### src/verilog/tso_pkg.sv
// shared constants and carrier types of the transmit segmentation offload
package tso_pkg;

   // ****************************************************************
   // descriptor decoding
   // ****************************************************************
   localparam logic [1:0]  IPH_V6        = 2'h1;
   localparam logic [1:0]  IPH_V4_NOCS   = 2'h2;
   localparam logic [1:0]  IPH_V4_CS     = 2'h3;
   localparam logic [13:0] MIN_MSS       = 14'h0058;
   localparam logic [15:0] IPV6_BASE_HDR = 16'h0028;
   localparam logic [15:0] ID_STEP       = 16'h0001;
   // fin is bit 0, psh is bit 3 of the tcp flag byte
   localparam logic [7:0]  NONLAST_FLAGS = 8'hF6;

   typedef enum logic [1:0] {
      L4_UNKNOWN = 2'h0,
      L4_TCP     = 2'h1,
      L4_SCTP    = 2'h2,
      L4_UDP     = 2'h3
   } l4_type_e;

   typedef enum logic [4:0] {
      S_IDLE   = 5'h01,
      S_CHECK  = 5'h02,
      S_FIELDS = 5'h04,
      S_CSUM   = 5'h08,
      S_EMIT   = 5'h10
   } state_e;

   // ****************************************************************
   // context plus header template, as fetched from the ring
   // ****************************************************************
   typedef struct packed {
      logic        tso;
      logic        snap;
      logic        tunneled;
      logic [1:0]  ipHeaderTypeHint;
      l4_type_e    l4TypeHint;
      logic [6:0]  ipHeaderLength;       // dwords
      logic [6:0]  outerIpHeaderLength;  // dwords
      logic [7:0]  l4HeaderLength;       // bytes
      logic [17:0] datagramTotalLength;
      logic [13:0] mss;
      logic [15:0] ipIdInner;
      logic [15:0] ipIdOuter;
      logic [31:0] seqStart;
      logic [7:0]  tcpFlags;
      logic [15:0] pseudoSum;
      logic [15:0] ipv4SumInner;         // static header words only
      logic [15:0] ipv4SumOuter;
   } ctx_s;

   typedef struct packed {
      logic        first;
      logic        last;
      logic        ipCsumEn;
      logic        l4CsumEn;
      logic [13:0] payloadLen;
      logic [15:0] ipLenField;
      logic [15:0] outerLenField;
      logic [15:0] ipIdInner;
      logic [15:0] ipIdOuter;
      logic [31:0] seq;
      logic [7:0]  flags;
      logic [15:0] l4Seed;
      logic [15:0] ipCsumInner;
      logic [15:0] ipCsumOuter;
   } seg_s;

endpackage

### src/verilog/ones_add.sv
// 16-bit ones-complement adder with end-around carry
`timescale 1ns/1ps
`default_nettype none
module ones_add (
   input  wire logic [15:0] a,
   input  wire logic [15:0] b,
   output logic      [15:0] sum
);
   logic [16:0] raw;
   assign raw = {1'b0, a} + {1'b0, b};
   assign sum = raw[15:0] + {15'h0000, raw[16]};
endmodule // ones_add
`default_nettype wire

### src/verilog/tso_engine.sv
// transmit segmentation offload engine: per-segment header field rewrite
`timescale 1ns/1ps
`default_nettype none
// Contract
// - header hint 10b/11b is IPv4, 01b IPv6
// - l4 hint 11 UDP, 01 TCP, 10 SCTP, 00 none
// - IPv4 header checksum only for hint 11b
// - l4 checksum needs known type and lengths
// - datagram from one byte to 256KB minus one
// - only TCP over IP, no SNAP framing
// - context descriptor with flag precedes data
// - parameters come from the context descriptor
// - IPv4 length is payload plus both headers
// - inner and outer ids step by one
// - header checksum after all other fields
// - IPv6 length uses extensions, header minus forty
// - sequence advances by segment size
// - single segment handled as last segment
// - l4 sum seeded with pseudo plus length
// - bad segment size stops queue, flags event
// - segment size ignored without the flag
// - tail inside an operation halts queue
module tso_engine #(
   parameter logic [13:0] MaxMss = 14'h25C4
) (
   input  wire logic          sys_clk,
   input  wire logic          reset_n,
   input  wire tso_pkg::ctx_s ctx,
   input  wire logic          ctxValid,
   output logic               ctxReady,
   input  wire logic          tailInside,
   input  wire logic          queueRestart,
   output tso_pkg::seg_s      seg,
   output logic               segValid,
   input  wire logic          segReady,
   output logic               queueStopped,
   output logic               maliciousDriverEvent
);

   // ****************************************************************
   // state
   // ****************************************************************
   typedef struct packed {
      tso_pkg::state_e state;
      tso_pkg::ctx_s   ctx;
      logic [17:0]     remain;
      logic [15:0]     idIn;
      logic [15:0]     idOut;
      logic [31:0]     seq;
      logic            stopped;
      logic            evt;
      tso_pkg::seg_s   seg;
      logic            segValid;
   } st_s;

   st_s st_q;
   st_s st_d;

   // ****************************************************************
   // decode
   // ****************************************************************
   logic        isV4;
   logic        isV6;
   logic        l4Known;
   logic        bad;
   logic        lastSeg;
   logic [13:0] payNext;
   logic [15:0] ipBytes;
   logic [15:0] outerBytes;
   logic [15:0] innerTotal;
   logic [15:0] tcpLen;
   logic [15:0] seedSum;
   logic [15:0] inPart;
   logic [15:0] inSum;
   logic [15:0] outPart;
   logic [15:0] outSum;

   assign isV4    = st_q.ctx.ipHeaderTypeHint[1];
   assign isV6    = st_q.ctx.ipHeaderTypeHint == tso_pkg::IPH_V6;
   assign l4Known = st_q.ctx.l4TypeHint != tso_pkg::L4_UNKNOWN;
   assign ipBytes    = {7'h00, st_q.ctx.ipHeaderLength, 2'h0};
   assign outerBytes = {7'h00, st_q.ctx.outerIpHeaderLength, 2'h0};

   // segment size is only judged when segmentation is asked for
   assign bad = st_q.ctx.tso && (st_q.ctx.mss < tso_pkg::MIN_MSS
                || st_q.ctx.mss > MaxMss
                || st_q.ctx.datagramTotalLength == 18'h00000
                || st_q.ctx.l4TypeHint != tso_pkg::L4_TCP
                || st_q.ctx.snap);

   assign lastSeg = st_q.remain <= {4'h0, st_q.ctx.mss};
   assign payNext = lastSeg ? st_q.remain[13:0] : st_q.ctx.mss;
   assign innerTotal = 16'(payNext) + {8'h00, st_q.ctx.l4HeaderLength} + ipBytes;
   assign tcpLen     = 16'(st_q.seg.payloadLen) + {8'h00, st_q.ctx.l4HeaderLength};

   // ****************************************************************
   // checksums over the already rewritten header fields
   // ****************************************************************
   ones_add u_seed (
      .a   (st_q.ctx.pseudoSum),
      .b   (tcpLen),
      .sum (seedSum)
   );
   ones_add u_in_len (
      .a   (st_q.ctx.ipv4SumInner),
      .b   (st_q.seg.ipLenField),
      .sum (inPart)
   );
   ones_add u_in_id (
      .a   (inPart),
      .b   (st_q.seg.ipIdInner),
      .sum (inSum)
   );
   ones_add u_out_len (
      .a   (st_q.ctx.ipv4SumOuter),
      .b   (st_q.seg.outerLenField),
      .sum (outPart)
   );
   ones_add u_out_id (
      .a   (outPart),
      .b   (st_q.seg.ipIdOuter),
      .sum (outSum)
   );

   // ****************************************************************
   // next state
   // ****************************************************************
   always_comb begin
      st_d     = st_q;
      st_d.evt = 1'b0;
      case (st_q.state)
         tso_pkg::S_IDLE: begin
            if (ctxValid && !st_q.stopped) begin
               st_d.ctx   = ctx;
               st_d.state = tso_pkg::S_CHECK;
            end
         end
         tso_pkg::S_CHECK: begin
            if (bad) begin
               st_d.stopped = 1'b1;
               st_d.evt     = 1'b1;
               st_d.state   = tso_pkg::S_IDLE;
            end else begin
               st_d.remain    = st_q.ctx.datagramTotalLength;
               st_d.idIn      = st_q.ctx.ipIdInner;
               st_d.idOut     = st_q.ctx.ipIdOuter;
               st_d.seq       = st_q.ctx.seqStart;
               st_d.seg.first = 1'b1;
               st_d.state     = tso_pkg::S_FIELDS;
            end
         end
         tso_pkg::S_FIELDS: begin
            st_d.seg.ipCsumEn = st_q.ctx.ipHeaderTypeHint == tso_pkg::IPH_V4_CS;
            st_d.seg.l4CsumEn = l4Known && st_q.ctx.l4HeaderLength != 8'h00
                                && st_q.ctx.ipHeaderLength != 7'h00;
            if (st_q.ctx.tso) begin
               st_d.seg.last       = lastSeg;
               st_d.seg.payloadLen = payNext;
               if (isV6)
                  st_d.seg.ipLenField = innerTotal - tso_pkg::IPV6_BASE_HDR;
               else
                  st_d.seg.ipLenField = innerTotal;
               st_d.seg.outerLenField = st_q.ctx.tunneled ? innerTotal + outerBytes : 16'h0000;
               st_d.seg.ipIdInner     = st_q.idIn;
               st_d.seg.ipIdOuter     = st_q.idOut;
               st_d.seg.seq           = st_q.seq;
               // a lone segment keeps every template flag, as a last one would
               st_d.seg.flags = lastSeg ? st_q.ctx.tcpFlags
                                        : st_q.ctx.tcpFlags & tso_pkg::NONLAST_FLAGS;
               st_d.state     = tso_pkg::S_CSUM;
            end else begin
               // single send: lengths stay as the driver built them
               st_d.seg.last          = 1'b1;
               st_d.seg.payloadLen    = 14'h0000;
               st_d.seg.ipLenField    = 16'h0000;
               st_d.seg.outerLenField = 16'h0000;
               st_d.seg.ipIdInner     = st_q.ctx.ipIdInner;
               st_d.seg.ipIdOuter     = st_q.ctx.ipIdOuter;
               st_d.seg.seq           = st_q.ctx.seqStart;
               st_d.seg.flags         = st_q.ctx.tcpFlags;
               st_d.seg.l4Seed        = st_q.ctx.pseudoSum;
               st_d.seg.ipCsumInner   = 16'h0000;
               st_d.seg.ipCsumOuter   = 16'h0000;
               st_d.seg.first         = 1'b1;
               st_d.segValid          = 1'b1;
               st_d.state             = tso_pkg::S_EMIT;
            end
         end
         tso_pkg::S_CSUM: begin
            // length and id are already registered, so the sum sees final values
            st_d.seg.l4Seed      = seedSum;
            st_d.seg.ipCsumInner = (isV4 && st_q.seg.ipCsumEn) ? ~inSum : 16'h0000;
            st_d.seg.ipCsumOuter = (st_q.ctx.tunneled && st_q.seg.ipCsumEn) ? ~outSum : 16'h0000;
            st_d.segValid        = 1'b1;
            st_d.state           = tso_pkg::S_EMIT;
         end
         tso_pkg::S_EMIT: begin
            if (segReady) begin
               st_d.segValid = 1'b0;
               if (st_q.seg.last) begin
                  st_d.state = tso_pkg::S_IDLE;
               end else begin
                  st_d.remain    = st_q.remain - {4'h0, st_q.seg.payloadLen};
                  st_d.idIn      = st_q.idIn + tso_pkg::ID_STEP;
                  st_d.idOut     = st_q.idOut + tso_pkg::ID_STEP;
                  st_d.seq       = st_q.seq + {18'h00000, st_q.ctx.mss};
                  st_d.seg.first = 1'b0;
                  st_d.state     = tso_pkg::S_FIELDS;
               end
            end
         end
         default: begin
            st_d.state    = tso_pkg::S_IDLE;
            st_d.segValid = 1'b0;
         end
      endcase
      // a doorbell inside an operation abandons it and halts the queue
      if (tailInside) begin
         st_d.stopped  = 1'b1;
         st_d.evt      = 1'b1;
         st_d.segValid = 1'b0;
         st_d.state    = tso_pkg::S_IDLE;
      end else if (queueRestart && st_q.stopped) begin
         st_d.stopped = 1'b0;
      end
   end

   always_ff @(posedge sys_clk or negedge reset_n) begin
      if (!reset_n) begin
         st_q       <= '0;
         st_q.state <= tso_pkg::S_IDLE;
      end else begin
         st_q <= st_d;
      end
   end

   assign ctxReady             = st_q.state == tso_pkg::S_IDLE && !st_q.stopped;
   assign seg                  = st_q.seg;
   assign segValid             = st_q.segValid;
   assign queueStopped         = st_q.stopped;
   assign maliciousDriverEvent = st_q.evt;

   // ****************************************************************
   // checks
   // ****************************************************************
   logic [15:0] prevIdQ;
   logic [31:0] prevSeqQ;

   always_ff @(posedge sys_clk or negedge reset_n) begin
      if (!reset_n) begin
         prevIdQ  <= 16'h0000;
         prevSeqQ <= 32'h00000000;
      end else if (segValid && segReady) begin
         prevIdQ  <= seg.ipIdInner;
         prevSeqQ <= seg.seq;
      end
   end

   a_bad_mss_stops: assert property (@(posedge sys_clk) disable iff (!reset_n)
      st_q.state == tso_pkg::S_CHECK && bad && !tailInside |=> queueStopped && maliciousDriverEvent)
      else $error("bad segment size did not stop the queue");
   a_stop_blocks_ctx: assert property (@(posedge sys_clk) disable iff (!reset_n)
      tailInside |=> queueStopped && !ctxReady && !segValid)
      else $error("queue accepted work after a bad tail");
   a_ipv4_len_field: assert property (@(posedge sys_clk) disable iff (!reset_n)
      segValid && st_q.ctx.tso && isV4 |-> seg.ipLenField ==
         16'(seg.payloadLen) + {8'h00, st_q.ctx.l4HeaderLength} + ipBytes)
      else $error("ipv4 total length wrong");
   a_ipv6_len_field: assert property (@(posedge sys_clk) disable iff (!reset_n)
      segValid && st_q.ctx.tso && isV6 |-> seg.ipLenField + 16'h0028 ==
         16'(seg.payloadLen) + {8'h00, st_q.ctx.l4HeaderLength} + ipBytes)
      else $error("ipv6 payload length wrong");
   a_id_step_one: assert property (@(posedge sys_clk) disable iff (!reset_n)
      $rose(segValid) && st_q.ctx.tso && !seg.first |-> seg.ipIdInner == prevIdQ + 16'h0001)
      else $error("identification did not step by one");
   a_seq_step_mss: assert property (@(posedge sys_clk) disable iff (!reset_n)
      $rose(segValid) && st_q.ctx.tso && !seg.first |-> seg.seq == prevSeqQ + {18'h00000, st_q.ctx.mss})
      else $error("sequence did not advance by segment size");
   a_nonlast_flags: assert property (@(posedge sys_clk) disable iff (!reset_n)
      segValid && !seg.last |-> !seg.flags[0] && !seg.flags[3])
      else $error("fin or psh set on a middle segment");
   a_csum_after_fields: assert property (@(posedge sys_clk) disable iff (!reset_n)
      $rose(segValid) && st_q.ctx.tso |-> $past(st_q.state, 1) == tso_pkg::S_CSUM
         && $past(st_q.state, 2) == tso_pkg::S_FIELDS)
      else $error("checksum not taken after field update");
   a_ipv4_cs_enable: assert property (@(posedge sys_clk) disable iff (!reset_n)
      segValid |-> seg.ipCsumEn == (st_q.ctx.ipHeaderTypeHint == tso_pkg::IPH_V4_CS)
         && (seg.ipCsumEn || (seg.ipCsumInner == 16'h0000 && seg.ipCsumOuter == 16'h0000)))
      else $error("ipv4 checksum enable mis-decoded");
   a_seg_held: assert property (@(posedge sys_clk) disable iff (!reset_n)
      segValid && !segReady && !tailInside |=> segValid && $stable(seg))
      else $error("segment dropped before it was taken");

endmodule // tso_engine
`default_nettype wire

### config.mk
export PLATFORM = sky130hd
export DESIGN_NAME = tso_engine
export DESIGN_NICKNAME = d
export VERILOG_FILES = /design/src/verilog/tso_pkg.sv /design/src/verilog/ones_add.sv /design/src/verilog/tso_engine.sv
export SDC_FILE = /design/constraint.sdc
export NUM_CORES = 1
export LEC_CHECK = 0
export ABC_AREA = 1
export BUFFER_PORTS_ARGS = -buffer_cell sky130_fd_sc_hd__buf_4
export CORE_MARGIN = 4
export CORE_UTILIZATION = 40
export DETAILED_ROUTE_END_ITERATION = 10
export GPL_ROUTABILITY_DRIVEN = 0
export GPL_TIMING_DRIVEN = 1
export PLACE_DENSITY = 0.6
export RECOVER_POWER = 50
export SLEW_MARGIN = 5
export SYNTH_ARGS = -nofsm -noshare
export SYNTH_HDL_FRONTEND = slang
export SYNTH_SLANG_ARGS = --single-unit
### constraint.sdc
create_clock -name sys_clk -period 13.3 [get_ports sys_clk]
set_clock_uncertainty 0.15 [all_clocks]
set_input_delay 2.66 -clock sys_clk [delete_from_list [all_inputs] [get_ports sys_clk]]
set_output_delay 2.66 -clock sys_clk [all_outputs]
set_load 0.01 [all_outputs]
==> results.md, run 1 <==
* Status: complete, but fails checks
* Failing checks: max-capacitance violations, max-slew violations
* Worst EP required at 13.76 ns
* PD cells at 160.5 nW/µm²
* Die area at 77290 µm²
* Num CTS Buffers at 52
* Share of layout cells above drive strength 1 at 17.35%
* Ys async rst share at 100.0%
* DP HPWL at 69.27 mm
* Number of remaining DRC errors at 0
* Clk_lat worst skew at 0.61 ns
* # diodes at 0
* CTS tree: done
* Mapped Cells at 3618
* Nets at 4144
* Final hold slack at 0.3127 ns
* XOR/XNOR Fraction of Synth Area at 5.346%
* Adder-cell share of the synthesized area at 8.443%
* Placed cells at 4670
* Slew Limit Headroom at -222.7%
* CTS-repair resized insts at 0
* Via count at 24620
* CP Capture Type: async pin
* Post-synthesis cell type count at 68
* Critical Path AT at 7.17 ns
* I/O pin cnt at 361
* Worst path bufs/invs at 2
* Multiplexer area fraction after synthesis at 4.320%
* Initial Util at 40.59%
* Die width at 278.0 µm
* Rows at 98
* Period utilisation layout at 50.44%
* Worst hold path type: reg -> reg
* Slowest cell on the critical path: clkbuf_1
* Max FO, Critical Path at 86
* Clock root buffer: clkbuf_16
* Sum Neg Setup Slack at 0 ns
* CP top delay family: buffers and inverters
* Total chip power at 5.331 mW
* Syn avg cell area at 8.061 µm²
* Max Root-Sink Buffers at 3
* Max_cap viols at 8
* Grt total ovfl at 0
* Non-Filler Instances at 4766
* Largest family of logic cells by synthesized area: simple AND/OR/NAND/NOR gates
* Final hold vios at 0
* Leakage at 16.86 nW
* Startpoint Class: input pin
* IO buf count at 360
* R2R setup slack at 6.66 ns
* Synthesis-to-layout area growth at 13.86%
* Area of the core at 71850 µm²
* Fmax at 149.1 MHz
* Final Util at 46.21%
* RSZ-0062 raised after global routing: false
* Commonest non-fill, non-tap cells in the layout: 855 x nand2_1, 440 x dfrtp_1, 386 x inv_1
* EDFF count, synth at 0
* Largest net degree at the start of global routing at 148
* Yosys warns at 0
* Fin crit period at 6.708 ns
* Htree depth at 2
* Clock sinks at 441
* Complex-gate fraction of the synthesized area at 11.72%
* Synthesized net count at 3988
* GRT Total Usage at 22.98%
* Most used flip-flop cell after synthesis: dfrtp_1
* Worst slew pin tran at 4.841 ns
* Commonest non-fill, non-tap cell in the layout: nand2_1
* First-pass GRT wire length at 140.7 mm
* Slew Viols, Final at 402
* Simple-Gate Fraction of Synth Area at 21.37%
* DR iter-0 viols at 1560
* Initial antenna violation count at 3
* Synthesized area at 29160 µm²
* Reg clk slew, reported paths at 0.06 ns
* Worst VDD drop at 121.5 µV
* Die H at 278.0 µm
* Final setup viols at 0
* Via density at 5.167
* # hold bufs at CTS at 0
* Post CTS Setup Buffer Count at 0
* Critical setup path kind: in -> async
* Register area share after synthesis at 37.85%
* Critical path cell sequence: clkbuf_1, buf_4
* WL final at 91.55 mm
* WL per Instance at 19.21 µm
* Worst path max stage delay at 3.34 ns
* TritonRoute pass-1 iters at 5
* Final ANT Viol Nets at 0
* Vias in the first global route at 24160
* Synth Register Bits at 441
==> cells in the mapped netlist (all sizes together), types with 23 or more instances <==
cell | instances | share of area (%)
nand2 | 870 | 11
dfrtp | 440 | 38
inv | 392 | 5.0
o21ai | 273 | 4.7
nor2 | 260 | 3.5
buf | 201 | 4.9
a21oi | 198 | 3.5
nand3 | 191 | 3.5
ha | 160 | 6.9
xor2 | 124 | 4.0
mux2 | 111 | 4.3
clkbuf | 74 | 0.95
nor3 | 43 | 0.98
xnor2 | 42 | 1.4
nand4 | 39 | 0.84
o211ai | 38 | 0.98
o221ai | 26 | 0.78
fa | 23 | 1.6
==> state kept, by name, summed over array words and instances, names as in the netlist <==
| signal | count |
|---|---|
| st_q | 253 |
| seg | 170 |
| ipBytes | 7 |
| outerBytes | 7 |
| isV4 | 1 |
| maliciousDriverEvent | 1 |
| queueStopped | 1 |
| segValid | 1 |
==> path summary, 6_finish.rpt <==
| check | startpoint | to | cells after the start |
|---|---|---|---|
| worst max-delay path | reset_n | st_q[317]$_DFFE_PN0P_ | 2 |
| worst min-delay path | st_q[309]$_DFFE_PN0P_ | seg[54]$_DFFE_PN0P_ | 2 |
| worst max register to register | st_q[436]$_DFFE_PN1P_ | seg[133]$_DFFE_PN0P_ | 11 |
| worst min register to register | st_q[309]$_DFFE_PN0P_ | seg[54]$_DFFE_PN0P_ | 2 |
| max in group sys_clk | st_q[436]$_DFFE_PN1P_ | seg[133]$_DFFE_PN0P_ | 11 |
| min in group asynchronous | reset_n | seg[38]$_DFFE_PN0P_ | 1 |
==> report_power, final <==
group          switching, mW  leakage, nW  internal (mW)
logic                   1.35         10.6          0.793
registers              0.186         5.43           1.55
clock network          0.601        0.846          0.857
total                   2.13         16.9           3.20
==> per-stage QoR <==
step	setup slack, ns	instance area (µm²)
after floorplan	7.535	29160
after global placement	6.989	31540
after detailed placement	6.893	31540
after CTS	6.848	33260
after global routing	5.612	33200
final	6.592	33200
==> area by class of cell <==
class                   instances  area, µm²
flip-flops and latches        441      11040
multi-input cells            2509      14950
fillers                      7206      38650
repair buffers                377       2826
well taps                     950       1189
clock buffers                  78       1540
inverters                     393       1476
clock inverters                18      183.9
==> routing by layer <==
metal,wire (µm),up-vias,track usage [%]
met3,4962,151,3.657
met5,13,-,0
li1,-,12030,-
met4,2885,2,6.875
met1,40170,11780,30.62
met2,43510,661,38.77
==> cell families (layout without fill, tap and decap cells) <==
family | count (synthesis) | after routing
simple gates | 1446 | 1446
buf+inv | 668 | 866
xor+xnor | 166 | 166
compound gates | 602 | 602
mux | 112 | 112
flops | 441 | 441
fa+ha+maj | 183 | 183
(Power assumes the default switching activity.)
==> run 2: changes to the inputs <==
Settings changed: PLACE_DENSITY 0.6 to 0.62.
Clock period 13.3 ns to 6 ns, I/O delays scaled along.
==> run 2 against run 1 <==
The run still ends with max-capacitance violations, max-slew violations left. Global-route usage rose by 0.17 points. Power rose by 120%. Critical path type is now reg -> reg. Highest routed layer is now met4. Sequential share of layout area fell by 0.46 points. Wire length rose by 0.47%. Register-to-register slack got worse by 6.4 ns. Core utilization rose by 0.64 points. Critical endpoint is now seg[10]$_DFFE_PN0P_.
==> results.md, run 2 (synthesized netlist as in run 1, its figures left out) <==
* Status: complete, but fails checks (unchanged)
* Failing checks: max-capacitance violations, max-slew violations (unchanged)
* Critical Path AT at 6.11 ns (was 7.17 ns)
* Via density at 5.185 (was 5.167)
* Startpoint Class: flop (was input pin)
* Period utilisation layout at 96.40%
* Final setup margin at 0.2160 ns (was 6.592 ns)
* Largest net degree at the start of global routing at 126 (was 148)
* Synthesis-to-layout area growth at 15.44% (was 13.86%)
* Htree depth at 2 (unchanged)
* I/O pin cnt at 361 (unchanged)
* DP HPWL at 70.09 mm (was 69.27 mm)
* Max Root-Sink Buffers at 3 (unchanged)
* Initial Util at 40.59% (unchanged)
* Total chip power at 11.99 mW (was 5.331 mW)
* Final hold vios at 0 (unchanged)
* Layout filler cell count at 7167 (was 7206)
* IO buf count at 360 (unchanged)
* Worst slew pin tran at 4.317 ns (was 4.841 ns)
* Fin crit period at 5.784 ns
* DR iter-0 viols at 1878 (was 1560)
* Max_cap viols at 4 (was 8)
* Worst path max stage delay at 0.39 ns (was 3.34 ns)
* Placement Setup Slack at -0.1185 ns (was 6.893 ns)
* Worst path most repeated cell: nand2_1
* Worst hold path type: reg -> reg (unchanged)
* WL per Instance at 19.08 µm (was 19.21 µm)
* Reg clk slew, reported paths at 0.06 ns (about the same)
* Placed cells at 4711 (was 4670)
* CP Capture Type: flop (was async pin)
* PD cells at 356.1 nW/µm² (was 160.5 nW/µm²)
* First-pass GRT wire length at 142.1 mm (was 140.7 mm)
* Clk_lat worst skew at 0.60 ns (was 0.61 ns)
* RSZ-0062 raised after global routing: true (was false)
* Num CTS Buffers at 52 (unchanged)
* Worst EP required at 6.32 ns (was 13.76 ns)
* Worst Hold Depth at 2 (unchanged)
* Placed inst area at 31860 µm² (was 31540 µm²)
* Initial antenna violation count at 3 (unchanged)
* Rows at 98 (unchanged)
* Non-Filler Instances at 4820 (was 4766)
* Max FO, Critical Path at 3 (was 86)
* # hold bufs at CTS at 0 (unchanged)
* R2R setup slack at 0.22 ns (was 6.66 ns)
* Final setup viols at 0 (unchanged)
* Hold_sp: st_q[305]$_DFFE_PN0P_ (was st_q[309]$_DFFE_PN0P_)
* Area of the core at 71850 µm² (unchanged)
* Share of layout cells above drive strength 1 at 18.85% (was 17.35%)
* Leakage at 16.98 nW (was 16.86 nW)
* Design area at 33670 µm² (was 33200 µm²)
* WL final at 91.98 mm (was 91.55 mm)
* Final hold slack at 0.3156 ns (was 0.3127 ns)
* Commonest non-fill, non-tap cell in the layout: nand2_1 (unchanged)
* Die width at 278.0 µm (unchanged)
* Clock sinks at 441 (unchanged)
* Die area at 77290 µm² (unchanged)
* Commonest non-fill, non-tap cells in the layout: 848 x nand2_1, 440 x dfrtp_1, 382 x buf_4 (was 855 x nand2_1, 440 x dfrtp_1, 386 x inv_1)
* Clock root buffer: clkbuf_16 (unchanged)
* Reg2reg end: seg[10]$_DFFE_PN0P_ (was seg[133]$_DFFE_PN0P_)
* Final ANT Viol Nets at 0 (unchanged)
* Die H at 278.0 µm (unchanged)
* Number of remaining DRC errors at 0 (unchanged)
* Nets at 4199 (was 4144)
* Max FFs per register at 253 (unchanged)
* Grt total ovfl at 0 (unchanged)
* Reg2reg start: seg[120]$_DFFE_PN0P_ (was st_q[436]$_DFFE_PN1P_)
* Fmax at 172.9 MHz
* Vias in the first global route at 24740 (was 24160)
* Worst VDD drop at 233.9 µV (was 121.5 µV)
* TritonRoute pass-1 iters at 7 (was 5)
* Slew Limit Headroom at -187.8% (was -222.7%)
* Register Area at 11040 µm² (unchanged)
* CTS tree: done (unchanged)
* Worst Hold Path EP: seg[50]$_DFFE_PN0P_ (was seg[54]$_DFFE_PN0P_)
* R2R depth at 45 (was 11)
* GRT Total Usage at 23.16% (was 22.98%)
* Slowest cell on the critical path: fa_2 (was clkbuf_1)
* Critical setup path kind: reg -> reg (was in -> async)
* Via count at 24990 (was 24620)
* Slew Viols, Final at 228 (was 402)
* Area occupied by multi-input gates at 15150 µm² (was 14950 µm²)
* Largest reg by FF count: st_q (unchanged)
==> run 2: cell types whose count changed in the layout (fill, tap and decap cells not counted), moves of 7 or more <==
| cell | change |
|---|---|
| clkbuf_1 | +28 |
| buf_4 | +19 |
| ha_1 | -9 |
| nand2_1 | -7 |
==> run 2: layer usage <==
metal / track usage, % / vias up / share of wire [%]
met5: 0 / - / 0
met4: 7.408 / 0 / 3.3
met3: 3.414 / 137 / 4.9
met2: 39.65 / 667 / 49
met1: 30.32 / 12050 / 43
li1: - / 12140 / -
==> run 2: repair_timing <==
item,4_1_cts,5_1_grt
gates resized for setup,5,50
buffers inserted,2,12
pin swaps,3,35
endpoints found under the setup margin,3,31
==> run 2: report_power, final <==
part	switching [mW]	leakage [nW]	internal [mW]
Clock	1.32	0.829	1.85
Sequential	0.413	5.44	3.43
Combinational	3.05	10.7	1.92
==> run 2: final cells by class <==
type	instances	share of cell area [%]
clock inverter	22	0.6392
tap	950	3.531
multi-input combinational	2509	45.00
inverter	393	4.393
clock buffer	70	4.367
timing repair buffer	432	9.269
sequential	441	32.78
antenna	3	0.02230
==> run 2: how the worst max path moves through the flow <==
stage                    startpoint                  end  slack [ns]  cells after the start
2_1_floorplan  seg[120]$_DFFE_PN0P_  seg[10]$_DFFE_PN0P_        0.24                     45
3_3_place_gp   seg[120]$_DFFE_PN0P_  seg[10]$_DFFE_PN0P_        0.09                     45
3_5_place_dp   seg[136]$_DFFE_PN0P_  seg[27]$_DFFE_PN0P_       -0.12                     35
4_1_cts        seg[120]$_DFFE_PN0P_  seg[10]$_DFFE_PN0P_      0.0008                     45
5_1_grt        seg[120]$_DFFE_PN0P_  seg[10]$_DFFE_PN0P_       -0.40                     45
6_report       seg[120]$_DFFE_PN0P_  seg[10]$_DFFE_PN0P_        0.22                     45
==> run 2: stage by stage <==
step | TNS, ns | util (%)
6_report | 0 | 46.85
5_1_grt | -14.91 | 46.84
4_1_cts | 0 | 46.73
3_5_place_dp | -0.1821 | 44.34
3_3_place_gp | 0 | 44.34
2_1_floorplan | 0 | -
==> run 2: critical path: cells and delay by family (launching register included) <==
family	cells	cell delay, ns
buf+inv	5	0.30
flops	1	0.36
simple gates	29	2.84
xor+xnor	1	0.14
fa+ha+maj	6	1.45
compound gates	4	0.41
==> run 3: changes to the inputs <==
Settings changed: PLACE_DENSITY 0.62 to 0.58.
==> run 3 against run 2 <==
The run still ends with max-capacitance violations, max-slew violations left. Via count decreased by 1.1%. Design area hardly changed. Die area stayed put. Combinational power shrank 2%. Wire length rose by 0.13%. Maximum frequency rose by 2.1%. Non-clock buffer count down 11. Register-to-register slack better by 0.12 ns. Sequential cell count did not move. Critical endpoint unchanged.
==> results.md, run 3 (synthesized netlist as in run 1, its figures left out) <==
* Met3 routed WL at 4.221 mm (was 4.534 mm)
* Failing checks: max-capacitance violations, max-slew violations (unchanged)
* Max FO, Critical Path at 3 (unchanged)
* Via density at 5.139 (was 5.185)
* Via count at 24720 (was 24990)
* Leakage at 16.93 nW (was 16.98 nW)
* Register Area at 11040 µm² (unchanged)
* Setup crit end: seg[10]$_DFFE_PN0P_ (unchanged)
* Placed inst area at 31790 µm² (was 31860 µm²)
* Clock root buffer: clkbuf_16 (unchanged)
* Commonest non-fill, non-tap cells in the layout: 846 x nand2_1, 440 x dfrtp_1, 379 x inv_1 (was 848 x nand2_1, 440 x dfrtp_1, 382 x buf_4)
* Design area at 33700 µm² (was 33670 µm²)
* Synthesis-to-layout area growth at 15.55% (was 15.44%)
* Startpoint Class: flop (unchanged)
* Highest Signal Layer: met4 (unchanged)
* Fin crit period at 5.668 ns (was 5.784 ns)
* Worst path max stage delay at 0.37 ns (was 0.39 ns)
* Die area at 77290 µm² (unchanged)
* Final ANT Viol Nets at 0 (unchanged)
* Placement Setup Slack at -0.04921 ns (was -0.1185 ns)
* CTS tree: done (unchanged)
* Area of the core at 71850 µm² (unchanged)
* RSZ-0062 raised after global routing: true (unchanged)
* DR iter-0 viols at 1724 (was 1878)
* Non-Filler Instances at 4811 (was 4820)
* WL per Instance at 19.14 µm (was 19.08 µm)
* Metal2 WL at 44.41 mm (was 44.75 mm)
* Die width at 278.0 µm (unchanged)
* GRT Total Usage at 23.10% (was 23.16%)
* Max_cap viols at 5 (was 4)
* R2R setup slack at 0.33 ns (was 0.22 ns)
* Final setup margin at 0.3324 ns (was 0.2160 ns)
* Largest reg by FF count: st_q (unchanged)
* Slowest cell on the critical path: dfrtp_1 (was fa_2)
* Area occupied by multi-input gates at 15190 µm² (was 15150 µm²)
* Number of remaining DRC errors at 0 (unchanged)
* PD cells at 357.7 nW/µm² (was 356.1 nW/µm²)
* M1 WL at 41.16 mm (was 39.69 mm)
* Initial Util at 40.59% (unchanged)
* Status: complete, but fails checks (unchanged)
* Nets at 4189 (was 4199)
* Htree depth at 2 (unchanged)
* Vias in the first global route at 23860 (was 24740)
* IO buf count at 360 (unchanged)
* TritonRoute pass-1 iters at 6 (was 7)
* Reg2reg start: seg[120]$_DFFE_PN0P_ (unchanged)
* Worst VDD drop at 214.0 µV (was 233.9 µV)
* Share of layout cells above drive strength 1 at 18.50% (was 18.85%)
* Max Root-Sink Buffers at 3 (unchanged)
* Largest net degree at the start of global routing at 156 (was 126)
* Psw at 4.814 mW (was 4.786 mW)
* Slew Limit Headroom at -131.7% (was -187.8%)
* Worst slew pin tran at 3.475 ns (was 4.317 ns)
* DP HPWL at 70.09 mm (about the same)
* WL final at 92.10 mm (was 91.98 mm)
* Layout filler cell count at 7254 (was 7167)
* Grt total ovfl at 0 (unchanged)
* Critical Path Start: seg[120]$_DFFE_PN0P_ (unchanged)
* Die H at 278.0 µm (unchanged)
* CP Capture Type: flop (unchanged)
* Fmax at 176.4 MHz (was 172.9 MHz)
* Slew Viols, Final at 227 (was 228)
* First-pass GRT wire length at 140.7 mm (was 142.1 mm)
* Period utilisation layout at 94.46% (was 96.40%)
* Switching Fraction at 39.95% (was 39.92%)
* Final hold vios at 0 (unchanged)
* Clock network power share at 27.7% (was 26.4%)
* Rows at 98 (unchanged)
* Critical Path AT at 6.01 ns (was 6.11 ns)
* Clk_lat worst skew at 0.62 ns (was 0.60 ns)
* R2R depth at 45 (unchanged)
* I/O pin cnt at 361 (unchanged)
* Initial antenna violation count at 1 (was 3)
* Critical setup path kind: reg -> reg (unchanged)
* Worst hold path type: reg -> reg (unchanged)
* Int Power at 7.238 mW (was 7.203 mW)
* Flop pwr share at 31.9% (was 32.1%)
* Commonest non-fill, non-tap cell in the layout: nand2_1 (unchanged)
* Max FFs per register at 253 (unchanged)
* Reg clk slew, reported paths at 0.06 ns (about the same)
* Placed cells at 4700 (was 4711)
* Worst path most repeated cell: nand2_1 (unchanged)
* Worst EP required at 6.35 ns (was 6.32 ns)
* Combinational share of power at 40.4% (was 41.5%)
* Num CTS Buffers at 53 (was 52)
* Final setup viols at 0 (unchanged)
* Clock sinks at 441 (unchanged)
* Reg2reg end: seg[10]$_DFFE_PN0P_ (unchanged)
[run 3: what timing repair did]
action,4_1_cts,5_1_grt
pin swaps,5,39
setup endpoints to repair,2,31
hold buffers,0,0
resized for setup,2,63
buffers inserted,4,10
[run 3: power by group through the flow]
stage               sequential [mW]  clock, mW  combinational (mW)
floorplan                      3.73          0                3.54
global placement               3.88          0                4.77
detailed placement             3.89          0                4.78
CTS                            3.84       3.41                4.81
global route                   3.89       3.55                5.50
finish                         3.84       3.34                4.87
[run 3: layout make-up]
| class | instances | area share, % |
|---|---|---|
| Sequential cell | 441 | 32.75 |
| Tap cell | 950 | 3.527 |
| Timing Repair Buffer | 421 | 8.859 |
| Multi-Input combinational cell | 2509 | 45.08 |
| Clock inverter | 20 | 0.7426 |
| Clock buffer | 76 | 4.638 |
| Inverter | 393 | 4.389 |
| Antenna cell | 1 | 0.007426 |
[run 3: worst min path at each step]
stage                     startpoint  cells after the start  slack [ns]                   to
4_1_cts        st_q[305]$_DFFE_PN0P_                      2        0.31  seg[50]$_DFFE_PN0P_
3_3_place_gp   st_q[305]$_DFFE_PN0P_                      2        0.30  seg[50]$_DFFE_PN0P_
3_5_place_dp   st_q[305]$_DFFE_PN0P_                      2        0.30  seg[50]$_DFFE_PN0P_
2_1_floorplan  st_q[304]$_DFFE_PN0P_                      2        0.29  seg[49]$_DFFE_PN0P_
5_1_grt        st_q[304]$_DFFE_PN0P_                      2        0.35  seg[49]$_DFFE_PN0P_
6_report       st_q[305]$_DFFE_PN0P_                      2        0.31  seg[50]$_DFFE_PN0P_
[run 3: routing by layer]
layer | up-vias | global-route usage, %
li1 | 12140 | -
met4 | 0 | 5.706
met2 | 644 | 39.29
met1 | 11820 | 31.55
met5 | - | 0
met3 | 122 | 2.810
[run 3: per-stage QoR]
stage	hold slack, ns	utilization [%]	TNS [ns]	total power, mW
3_3_place_gp	0.2965	44.24	0	8.649
6_report	0.3081	46.90	0	12.05
4_1_cts	0.3117	46.82	0	12.05
3_5_place_dp	0.3000	44.24	-0.05881	8.665
2_1_floorplan	0.2864	-	0	7.271
5_1_grt	0.3463	46.90	-0.1931	12.94
[run 3: critical path, delay by kind of cell, from the launching register on]
kind	cells	cell delay (ns)
AOI/OAI and AO/OA	6	0.58
xor gates and xnor gates	1	0.15
buffers and inverters	6	0.40
adders and majority gates	6	1.39
and+or+nand+nor	26	2.51
DFF	1	0.37
